[config.mk]
export PLATFORM = sky130hd
export DESIGN_NAME = dpc_port_ctrl
export DESIGN_NICKNAME = d
export VERILOG_FILES = /design/src/rtl/dpc_pkg.sv /design/src/rtl/dpc_port_ctrl.sv /design/src/rtl/dpc_sync.sv
export SDC_FILE = /design/constraint.sdc
export NUM_CORES = 1
export LEC_CHECK = 0
export ABC_CLOCK_PERIOD_IN_PS = 2770
export BUFFER_PORTS_ARGS = -buffer_cell sky130_fd_sc_hd__buf_2
export CORE_MARGIN = 2
export CORE_UTILIZATION = 30
export CTS_BUF_LIST = sky130_fd_sc_hd__clkbuf_4 sky130_fd_sc_hd__clkbuf_8
export DETAILED_ROUTE_END_ITERATION = 16
export PLACE_DENSITY_LB_ADDON = 0.2
export SLEW_MARGIN = 10
export SYNTH_ARGS = -nofsm -noshare
export SYNTH_HDL_FRONTEND = slang
export SYNTH_SLANG_ARGS = --single-unit
export TNS_END_PERCENT = 100
[constraint.sdc]
create_clock -name i_clk -period 2.77 [get_ports i_clk]
set_input_delay 0.4155 -clock i_clk [delete_from_list [all_inputs] [get_ports i_clk]]
set_output_delay 0.4155 -clock i_clk [all_outputs]
set_load 0.02 [all_outputs]
[src/rtl/dpc_pkg.sv]
package dpc_pkg;

    // port geometry
    localparam int ADDR_W = 16;
    localparam int DATA_W = 8;
    localparam int SEM_W  = 3;

    // mailbox locations
    localparam logic [15:0] MBOX_LEFT_ADDR  = 16'hfffe;
    localparam logic [15:0] MBOX_RIGHT_ADDR = 16'hffff;

    // pin timing at 50 MHz (20 ns period)
    localparam int CLK_PERIOD_NS = 20;
    // long enough for the busy pin to cross the two-flop sync before a strobe
    localparam int SETUP_NS      = 60;
    localparam int PULSE_NS      = 60;
    localparam int HOLD_NS       = 20;
    localparam int SETUP_CYC = (SETUP_NS + CLK_PERIOD_NS - 1) / CLK_PERIOD_NS;
    localparam int PULSE_CYC = (PULSE_NS + CLK_PERIOD_NS - 1) / CLK_PERIOD_NS;
    localparam int HOLD_CYC  = (HOLD_NS + CLK_PERIOD_NS - 1) / CLK_PERIOD_NS;
    localparam int CNT_W     = 4;

    // semaphore write data bits
    localparam logic [7:0] SEM_CLAIM   = 8'h00;
    localparam logic [7:0] SEM_RELEASE = 8'h01;

    // user command kinds
    typedef enum logic [1:0] {
        DPC_CMD_MEM_RD = 2'h0,
        DPC_CMD_MEM_WR = 2'h1,
        DPC_CMD_SEM_RD = 2'h2,
        DPC_CMD_SEM_WR = 2'h3
    } dpc_cmd_e;

    typedef struct packed {
        dpc_cmd_e          kind;
        logic [ADDR_W-1:0] addr;
        logic [DATA_W-1:0] wdata;
    } dpc_req_s;

    // pins of one device port, driven by this controller
    typedef struct packed {
        logic              mem_sel_n;
        logic              second_port_select;
        logic              semaphore_select_n;
        logic              rw_n;
        logic              oe_n;
        logic [ADDR_W-1:0] addr;
        logic [DATA_W-1:0] dq_out;
        logic              dq_oe_n;
    } dpc_pins_s;

endpackage

[src/rtl/dpc_port_ctrl.sv]
`timescale 1ns/100ps
`default_nettype none
//
// Overview of operation
// [RULE_01] eight semaphores at address bits 2:0; written via bit 0, read on all.
// [RULE_02] semaphore access: memory select high, semaphore select low.
// [RULE_03] writing 0 to a free semaphore gives this port the token.
// [RULE_04] a 0 from the non-holder changes nothing visible.
// [RULE_05] holder writing 1 passes token to a pending opposite requester.
// [RULE_06] holder writing 1 with no pending request frees the flag.
// [RULE_07] a non-holder's 0 stays latched until release, then granted.
// [RULE_08] semaphore read value latched while select and enable stay low.
// [RULE_09] simultaneous requests for one free flag grant exactly one port.
// [RULE_10] right port writing FFFE raises the left mailbox flag.
// [RULE_11] left port access of FFFE with output enable low clears it.
// [RULE_12] left writing FFFF raises right flag; right reading FFFF clears it.
// [RULE_13] mailbox bytes remain ordinary storage.
// [RULE_14] same location at once: one proceeds, the other sees busy.
// [RULE_15] a write from the busy port is suppressed inside the device.
// [RULE_16] a controller may wait while its busy indication is active.
// [RULE_17] slave busy pin is a write inhibit input only.
// [RULE_18] master arbitration uses selects and addresses only.
// [RULE_19] keep address and select valid until busy settles, then write.
// [RULE_20] exactly one master per width-expanded array.
// [RULE_21] ports operate independently; no cross-port delay.
// [RULE_22] semaphores gate no hardware and add no wait states.
// [RULE_23] a port idles in standby when both selects are inactive.
//
// controller for one port of the two-port memory; instantiate once per side
module dpc_port_ctrl #(
    parameter int ADDR_W    = dpc_pkg::ADDR_W,
    parameter int DATA_W    = dpc_pkg::DATA_W,
    parameter bit LEFT_SIDE = 1'b1
) (
    input  wire logic              i_clk,
    input  wire logic              i_rst,
    // user side
    input  wire logic              i_req_valid,
    input  wire dpc_pkg::dpc_req_s i_req,
    input  wire logic              i_wait_on_busy,
    output logic                   o_req_ready,
    output logic                   o_rsp_valid,
    output logic [DATA_W-1:0]      o_rsp_data,
    output logic                   o_rsp_busy_seen,
    output logic                   o_sem_owned,
    output logic                   o_mailbox_flag,
    // device side
    output dpc_pkg::dpc_pins_s     o_pins,
    input  wire logic [DATA_W-1:0] i_dq,
    input  wire logic              i_busy_n,
    input  wire logic              i_mailbox_n
);
    ////////////////////////////////////////////////////////////////////////
    // synchronise device pins
    logic [DATA_W+1:0] pin_sync;

    // busy comes from the single master part of a widened array [RULE_20]
    dpc_sync #(.W(DATA_W + 2)) u_sync (
        .i_clk (i_clk),
        .i_rst (i_rst),
        .i_d   ({i_busy_n, i_mailbox_n, i_dq}),
        .o_q   (pin_sync)
    );

    logic              busy_s;
    logic [DATA_W-1:0] dq_s;
    assign busy_s         = ~pin_sync[DATA_W+1];
    assign dq_s           = pin_sync[DATA_W-1:0];
    // flag pin is active low; shown to the user active high
    assign o_mailbox_flag = ~pin_sync[DATA_W];

    ////////////////////////////////////////////////////////////////////////
    // access sequencer
    typedef enum logic [4:0] {
        ST_IDLE  = 5'b00001,
        ST_SETUP = 5'b00010,
        ST_PULSE = 5'b00100,
        ST_HOLD  = 5'b01000,
        ST_DONE  = 5'b10000
    } dpc_state_e;

    dpc_state_e          state_reg, state_next;
    dpc_pkg::dpc_req_s   req_reg, req_next;
    logic [3:0]          cnt_reg, cnt_next;
    logic [DATA_W-1:0]   rdata_reg, rdata_next;
    logic                busy_reg, busy_next;
    logic [7:0]          owned_reg, owned_next;

    logic is_sem;
    logic sem_owned_now;
    assign is_sem = req_reg.kind == dpc_pkg::DPC_CMD_SEM_RD ||
                    req_reg.kind == dpc_pkg::DPC_CMD_SEM_WR;
    assign sem_owned_now = owned_reg[req_reg.addr[2:0]];

    always_comb begin
        state_next  = state_reg;
        req_next    = req_reg;
        cnt_next    = cnt_reg;
        rdata_next  = rdata_reg;
        busy_next   = busy_reg;
        owned_next  = owned_reg;
        case (state_reg)
            ST_IDLE: begin
                if (i_req_valid) begin
                    req_next   = i_req;
                    cnt_next   = 4'(dpc_pkg::SETUP_CYC);
                    busy_next  = 1'b0;
                    state_next = ST_SETUP;
                end
            end
            // address and select settle before any write strobe
            ST_SETUP: begin
                if (busy_s && !is_sem) begin
                    busy_next = 1'b1;
                end
                if (cnt_reg > 4'h1) begin
                    cnt_next = cnt_reg - 4'h1;
                end else if (!(i_wait_on_busy && busy_s && !is_sem)) begin
                    // master busy has settled before write pulse [RULE_19]
                    // optionally stall while the other port holds it [RULE_16]
                    cnt_next   = 4'(dpc_pkg::PULSE_CYC);
                    state_next = ST_PULSE;
                end
            end
            ST_PULSE: begin
                if (busy_s && !is_sem) begin
                    busy_next = 1'b1;
                end
                if (cnt_reg > 4'h1) begin
                    cnt_next = cnt_reg - 4'h1;
                end else begin
                    // sample once near the end of the strobe [RULE_08]
                    rdata_next = dq_s;
                    cnt_next   = 4'(dpc_pkg::HOLD_CYC);
                    state_next = ST_HOLD;
                end
            end
            ST_HOLD: begin
                if (cnt_reg > 4'h1) begin
                    cnt_next = cnt_reg - 4'h1;
                end else begin
                    state_next = ST_DONE;
                end
            end
            ST_DONE: begin
                // semaphore reads of 0 on bit 0 mean this side holds it
                if (req_reg.kind == dpc_pkg::DPC_CMD_SEM_RD) begin
                    owned_next[req_reg.addr[2:0]] = ~rdata_reg[0]; // [RULE_03]
                end else if (req_reg.kind == dpc_pkg::DPC_CMD_SEM_WR &&
                             req_reg.wdata[0]) begin
                    // release; any pending opposite claim takes over [RULE_05]
                    owned_next[req_reg.addr[2:0]] = 1'b0;
                end
                state_next = ST_IDLE;
            end
            default: begin
                state_next = ST_IDLE;
            end
        endcase
    end

    always_ff @(posedge i_clk or posedge i_rst) begin
        if (i_rst) begin
            state_reg <= ST_IDLE;
            req_reg   <= '0;
            cnt_reg   <= 4'h0;
            rdata_reg <= '0;
            busy_reg  <= 1'b0;
            owned_reg <= 8'h00;
        end else begin
            state_reg <= state_next;
            req_reg   <= req_next;
            cnt_reg   <= cnt_next;
            rdata_reg <= rdata_next;
            busy_reg  <= busy_next;
            owned_reg <= owned_next;
        end
    end

    ////////////////////////////////////////////////////////////////////////
    // pin drive, registered so strobes are glitch free
    dpc_pkg::dpc_pins_s pins_reg, pins_next;
    logic               active;
    logic               strobe;
    logic               nxt_sem;
    logic               nxt_wr;

    // pins follow the request being taken, not the one before it
    assign active  = state_next == ST_SETUP || state_next == ST_PULSE ||
                     state_next == ST_HOLD;
    assign strobe  = state_next == ST_PULSE;
    assign nxt_sem = req_next.kind == dpc_pkg::DPC_CMD_SEM_RD ||
                     req_next.kind == dpc_pkg::DPC_CMD_SEM_WR;
    assign nxt_wr  = req_next.kind == dpc_pkg::DPC_CMD_MEM_WR ||
                     req_next.kind == dpc_pkg::DPC_CMD_SEM_WR;

    always_comb begin
        // standby: both selects inactive [RULE_23]
        pins_next                    = '0;
        pins_next.mem_sel_n          = 1'b1;
        pins_next.second_port_select = 1'b0;
        pins_next.semaphore_select_n = 1'b1;
        pins_next.rw_n               = 1'b1;
        pins_next.oe_n               = 1'b1;
        pins_next.dq_oe_n            = 1'b1;
        pins_next.addr               = req_next.addr;
        if (active) begin
            if (nxt_sem) begin
                pins_next.semaphore_select_n = 1'b0; // [RULE_02]
                // only the low three bits matter here [RULE_01]
                pins_next.addr = {{(ADDR_W-3){1'b0}}, req_next.addr[2:0]};
            end else begin
                // FFFE/FFFF used as plain storage too [RULE_13]
                pins_next.mem_sel_n          = 1'b0;
                pins_next.second_port_select = 1'b1;
            end
            if (nxt_wr) begin
                // semaphore writes carry the token bit only [RULE_01]
                pins_next.dq_out  = nxt_sem ?
                    (req_next.wdata[0] ? dpc_pkg::SEM_RELEASE
                                       : dpc_pkg::SEM_CLAIM)
                    : req_next.wdata;
                pins_next.dq_oe_n = 1'b0;
                pins_next.rw_n    = ~strobe;
            end else begin
                // output enable low on reads also clears our mailbox [RULE_11]
                pins_next.oe_n = ~strobe;
            end
        end
    end

    always_ff @(posedge i_clk or posedge i_rst) begin
        if (i_rst) begin
            pins_reg                    <= '0;
            pins_reg.mem_sel_n          <= 1'b1;
            pins_reg.semaphore_select_n <= 1'b1;
            pins_reg.rw_n               <= 1'b1;
            pins_reg.oe_n               <= 1'b1;
            pins_reg.dq_oe_n            <= 1'b1;
        end else begin
            pins_reg <= pins_next;
        end
    end

    assign o_pins          = pins_reg;
    assign o_req_ready     = state_reg == ST_IDLE;
    assign o_rsp_valid     = state_reg == ST_DONE;
    assign o_rsp_data      = rdata_reg;
    // write may have been dropped by the device [RULE_15]
    assign o_rsp_busy_seen = busy_reg;
    assign o_sem_owned     = sem_owned_now;
endmodule
`default_nettype wire

[src/rtl/dpc_sync.sv]
`timescale 1ns/100ps
`default_nettype none
// two-flop synchroniser for pins arriving from the device
module dpc_sync #(
    parameter int W = 1
) (
    input  wire logic         i_clk,
    input  wire logic         i_rst,
    input  wire logic [W-1:0] i_d,
    output logic      [W-1:0] o_q
);
    logic [W-1:0] meta_reg;
    logic [W-1:0] meta_next;
    logic [W-1:0] q_reg;
    logic [W-1:0] q_next;

    always_comb begin
        meta_next = i_d;
        q_next    = meta_reg;
    end

    // reset to ones: the device's flags and busy pins idle high
    always_ff @(posedge i_clk or posedge i_rst) begin
        if (i_rst) begin
            meta_reg <= '1;
            q_reg    <= '1;
        end else begin
            meta_reg <= meta_next;
            q_reg    <= q_next;
        end
    end

    assign o_q = q_reg;
endmodule
`default_nettype wire

# Yosys cells after proc, flatten, opt, wreduce, memory -nomap -nowiden

Cells that the tools add are included.

Add/sub/neg operators: 1
Bitwise operators: 7
Equal/unequal tests: 17
Reduce and logical (&&, ||, !) cells: 19
$lt $le $gt $ge: 3
Multiplexer cells: 33

Operator list:

| operator                                                   | number |
|---|---|
| two-way mux 26 bit                                         | 2 |
| two-way mux 30 bit                                         | 1 |
| two-way mux 5 bit                                          | 5 |
| two-way mux 8 bit                                          | 3 |
| two-way mux 4 bit                                          | 5 |
| one-hot mux 5 bit (4 select lines)                         | 1 |
| two-way mux 16 bit                                         | 1 |
| one-hot mux 4 bit (4 select lines)                         | 1 |
| == test 5 x 2 -> 1 bit, second input constant              | 2 |
| == test 5 x 3 -> 1 bit, second input constant              | 2 |
| == test 5 x 4 -> 1 bit, second input constant              | 2 |
| two-way mux 9 bit                                          | 1 |
| bitwise AND 8 bit                                          | 1 |
| bitwise mux 8 bit                                          | 1 |
| == test 2 bit, second input constant                       | 4 |
| two-way mux 1 bit                                          | 8 |
| NOT 8 bit                                                  | 1 |
| == test 5 x 1 -> 1 bit, second input constant              | 1 |
| == test 5 bit, second input constant                       | 1 |
| logical AND 1 bit                                          | 5 |
| logical OR 1 bit                                           | 5 |
| NOT 1 bit                                                  | 5 |
| > comparator 4 x 1 -> 1 bit, second input constant         | 1 |
| less-than comparator 3 x 4 -> 1 bit, second input constant | 1 |
| other kinds (17)                                           | 20 |

Flip-flop bits (word level): 102
Input port bits: 40
Logic and storage cells: 98
Output and inout bits: 43

# Longest topological paths before layout

Depth after elaboration: 11
Mapped depth: 8

# Modules after synthesis

Synthesis repeated with hierarchy kept, for this count alone.

Cell total of the unflattened synthesis: 276
Area total of the unflattened synthesis: 4016.4 µm²

Modules (own cells, without submodules):

| module        | area each (µm²) | seq. area each (µm²) | cells each | times used |
|---|---|---|---|---|
| dpc_port_ctrl | 3487.1          | 1984.4               | 255        | 1 |
| dpc_sync      | 529.3           | 525.5                | 21         | 1 |

# Worst setup path before layout

No wires, ideal clock.

Path kind: register -> register
Start point: register state_reg[1]
End point: register owned_reg[3]
Cell stages (with the launch flop): 7
Path buffers: 1
Path slack: 0.961 ns
Arrival: 1.682 ns
Library setup time: 0.128 ns
Path through: dfrtp_1 -> buf_6 -> nor4_4 -> o2111ai_1 -> or2_4 -> nor3b_2 -> mux2_1

Word-level cells in the longest chain between the ends: 2

RTL lines:

| what                          | RTL line             | text |
|---|---|---|
| start: declaration            | dpc_port_ctrl.sv:82  | `dpc_state_e state_reg, state_next;` |
| start signal: assignment      | dpc_port_ctrl.sv:171 | `state_reg <= state_next;` |
| == test 5 bit                 | dpc_port_ctrl.sv:102 | `case (state_reg)` |
| AND reduction 2 bit (no line) | --                   |  |
| end signal: assignment        | dpc_port_ctrl.sv:176 | `owned_reg <= owned_next;` |
| end: declaration              | dpc_port_ctrl.sv:87  | `logic [7:0] owned_reg, owned_next;` |

No other way between the ends.
A chain may end at the register's enable or synchronous reset.

==> results.json <==
{
  "finalPower_uw": 4371,
  "grt_setup_unrepaired": "false",
  "io-pin-count": 83,
  "min_period_over_period_pct": 80.16,
  "synthFlopType": "dfrtp_1",
  "worst-slew-pin-transition_ns": 0.8663,
  "grt_usage_pct": 12.64,
  "portBuffers": 82,
  "layout_common_cells": "nand2_1, buf_2, dfrtp_1",
  "worstSetupStartpointType": "register",
  "grt_max_degree": 62,
  "drv_slew": 0,
  "power.density_nw_per_um2": 945.6,
  "hold_viol": 0,
  "setup.worst_path.class": "reg -> out",
  "wl_per_cell_um": 13.61,
  "netlist.area_leader.share_pct": 47.65,
  "grt_pass1_vias": 2531,
  "vias": 2475,
  "ys_seq_area_share_pct": 65.47,
  "synth_top_area_cell": "dfrtp_1",
  "worstPathArrival_ns": 1.81,
  "syn_area_um2": 3834,
  "synth_area_per_cell_um2": 12.13,
  "die_area_um2": 13700,
  "setup_viol": 0,
  "end_kind": "output pin",
  "drc": 0,
  "cts_resized": 0,
  "hp-class": "in -> reg",
  "layout_commonest_cell": "nand2_1",
  "clk_path_buf_depth": 2,
  "async_flop_share_pct": 100.0,
  "antenna_cells": 0,
  "slew_headroom_pct": 42.12,
  "clk_latency_ns": 0.36,
  "drt-initial-drc-count": 48,
  "synth_cells": 316,
  "drt_pass1_iterations": 5,
  "cts_made_buffers": 9,
  "irDropWorstVdd_v": 0.0003098,
  "design_area_um2": 4622,
  "core-area_um2": 12570,
  "post_cts_buffers": 0,
  "fin_setup_tns_ns": 0,
  "synth-edff-count": 0,
  "die_x_um": 117.0,
  "synth_cell_types": 47,
  "top_usage_layer": "met2",
  "dpl.hpwl_um": 5438,
  "p_leak_uw": 0.002307,
  "clk_pin_slew_ns": 0.09,
  "cts.sinks": 99,
  "die_y_um": 117.0,
  "wirelength_um": 7852,
  "start_util_pct": 30.50,
  "status": "completed",
  "ctsRootBufferMaster": "clkbuf_8",
  "synth-seq-cells": 99,
  "min_period_ns": 2.221,
  "ant_nets": 0,
  "row_count": 41,
  "synthTopCellsByArea": "dfrtp_1, dfstp_2, nand2_1",
  "htree_levels": 3,
  "largest_register_ffs": 30,
  "grtUsageMet2_pct": 19.65,
  "ys_warn_count": 0,
  "dpl-instance-area_um2": 4405,
  "syn_to_final_growth_pct": 20.56,
  "worst_ep_required_time_ns": 2.35,
  "finalCoreUtilization_pct": 36.77,
  "synth_nets": 358,
  "grt_util_met3_pct": 3.141,
  "fin_nets": 442,
  "place_congestion": 0.7748,
  "layout-drive-gt1-share_pct": 40.00,
  "grt_use_met1_pct": 16.64,
  "drv_cap": 0,
  "cts_hold_buf": 0,
  "grt.overflow.total": 0,
  "cp_max_fo": 11,
  "avgViaCountPerCell": 4.289,
  "max_freq_mhz": 450.3,
  "cts_tree": "done",
  "grt_pass1_wl_um": 12970,
  "antenna_found_initial": 0,
  "worst_clock_skew_ns": 0.007760
}
## stage by stage
step / instances / hold slack, ns / setup slack, ns
after floorplan: 316 / 0.3452 / 0.9605
after global placement: 561 / 0.3457 / 0.7923
after detailed placement: 561 / 0.3472 / 0.7307
after CTS: 577 / 0.1166 / 0.5116
after global routing: 577 / 0.1113 / 0.3805
final: 577 / 0.1496 / 0.5495
## power by group
group | leakage, uW | switching [uW] | internal (uW) | total, uW
combinational | 0.000974 | 811 | 498 | 1310
clock | 0.000110 | 481 | 527 | 1010
sequential | 0.00122 | 225 | 1830 | 2050
## critical path, cell delays in order (launching register included)
cell	delay (ns)
dfrtp_1	0.61
mux4_2	0.55
nand2_1	0.09
nand2_1	0.05
buf_2	0.15
## cell usage after synthesis (3+ instances only)
cell and instances:
a21oi_1 4, and2_1 5, buf_4 8, clkbuf_1 3, dfrtp_1 73, dfstp_2 26
inv_1 9, mux2_2 15, nand2_1 86, nand3_1 3, nor2_1 7, nor2b_1 23
nor3_1 3, o21ai_0 7
## layout make-up
cell class / count / area (um2)
Clock buffer: 11 / 138.9
Sequential cell: 99 / 2510
Fill cell: 1285 / 7946
Timing Repair Buffer: 88 / 455.4
Inverter: 9 / 37.54
Clock inverter: 5 / 77.57
Tap cell: 172 / 215.2
Multi-Input combinational cell: 193 / 1187
## logic make-up after synthesis
| group | Yosys count | share of synthesized area [%] |
|---|---|---|
| fa+ha+maj | 2 | 0.6526 |
| simple gates | 142 | 18.60 |
| buf+inv | 24 | 3.557 |
| mux | 18 | 5.875 |
| flops | 99 | 65.47 |
| xor+xnor | 2 | 0.4570 |
| compound gates | 29 | 5.385 |
## final timing paths
check / from / end / slack [ns] / cells past startpoint
setup / recovery: o_pins[9]$_DFFE_PP0P_ / o_sem_owned / 0.55 / 4
hold / removal: i_dq[7] / u_sync.meta_reg[7]$_DFF_PP1_ / 0.15 / 1
setup reg to reg: state_reg[1]$_DFF_PP0_ / o_pins[13]$_DFF_PP0_ / 0.77 / 5
hold reg to reg: u_sync.meta_reg[6]$_DFF_PP1_ / u_sync.o_q[6]$_DFF_PP1_ / 0.36 / 0
max in group asynchronous: i_rst / owned_reg[5]$_DFFE_PP0P_ / 1.96 / 3
min in group asynchronous: i_rst / req_reg[4]$_DFF_PP0_ / 0.19 / 3
## metal layers
layer | up-vias | wire (um) | part of all wire (%)
met5 | - | 0 | 0
met4 | 0 | 164 | 2.1
met3 | 9 | 333 | 4.2
met2 | 46 | 3784 | 48
met1 | 1228 | 3570 | 45
li1 | 1192 | - | -
Note: power is estimated with default switching activity, not from simulation.
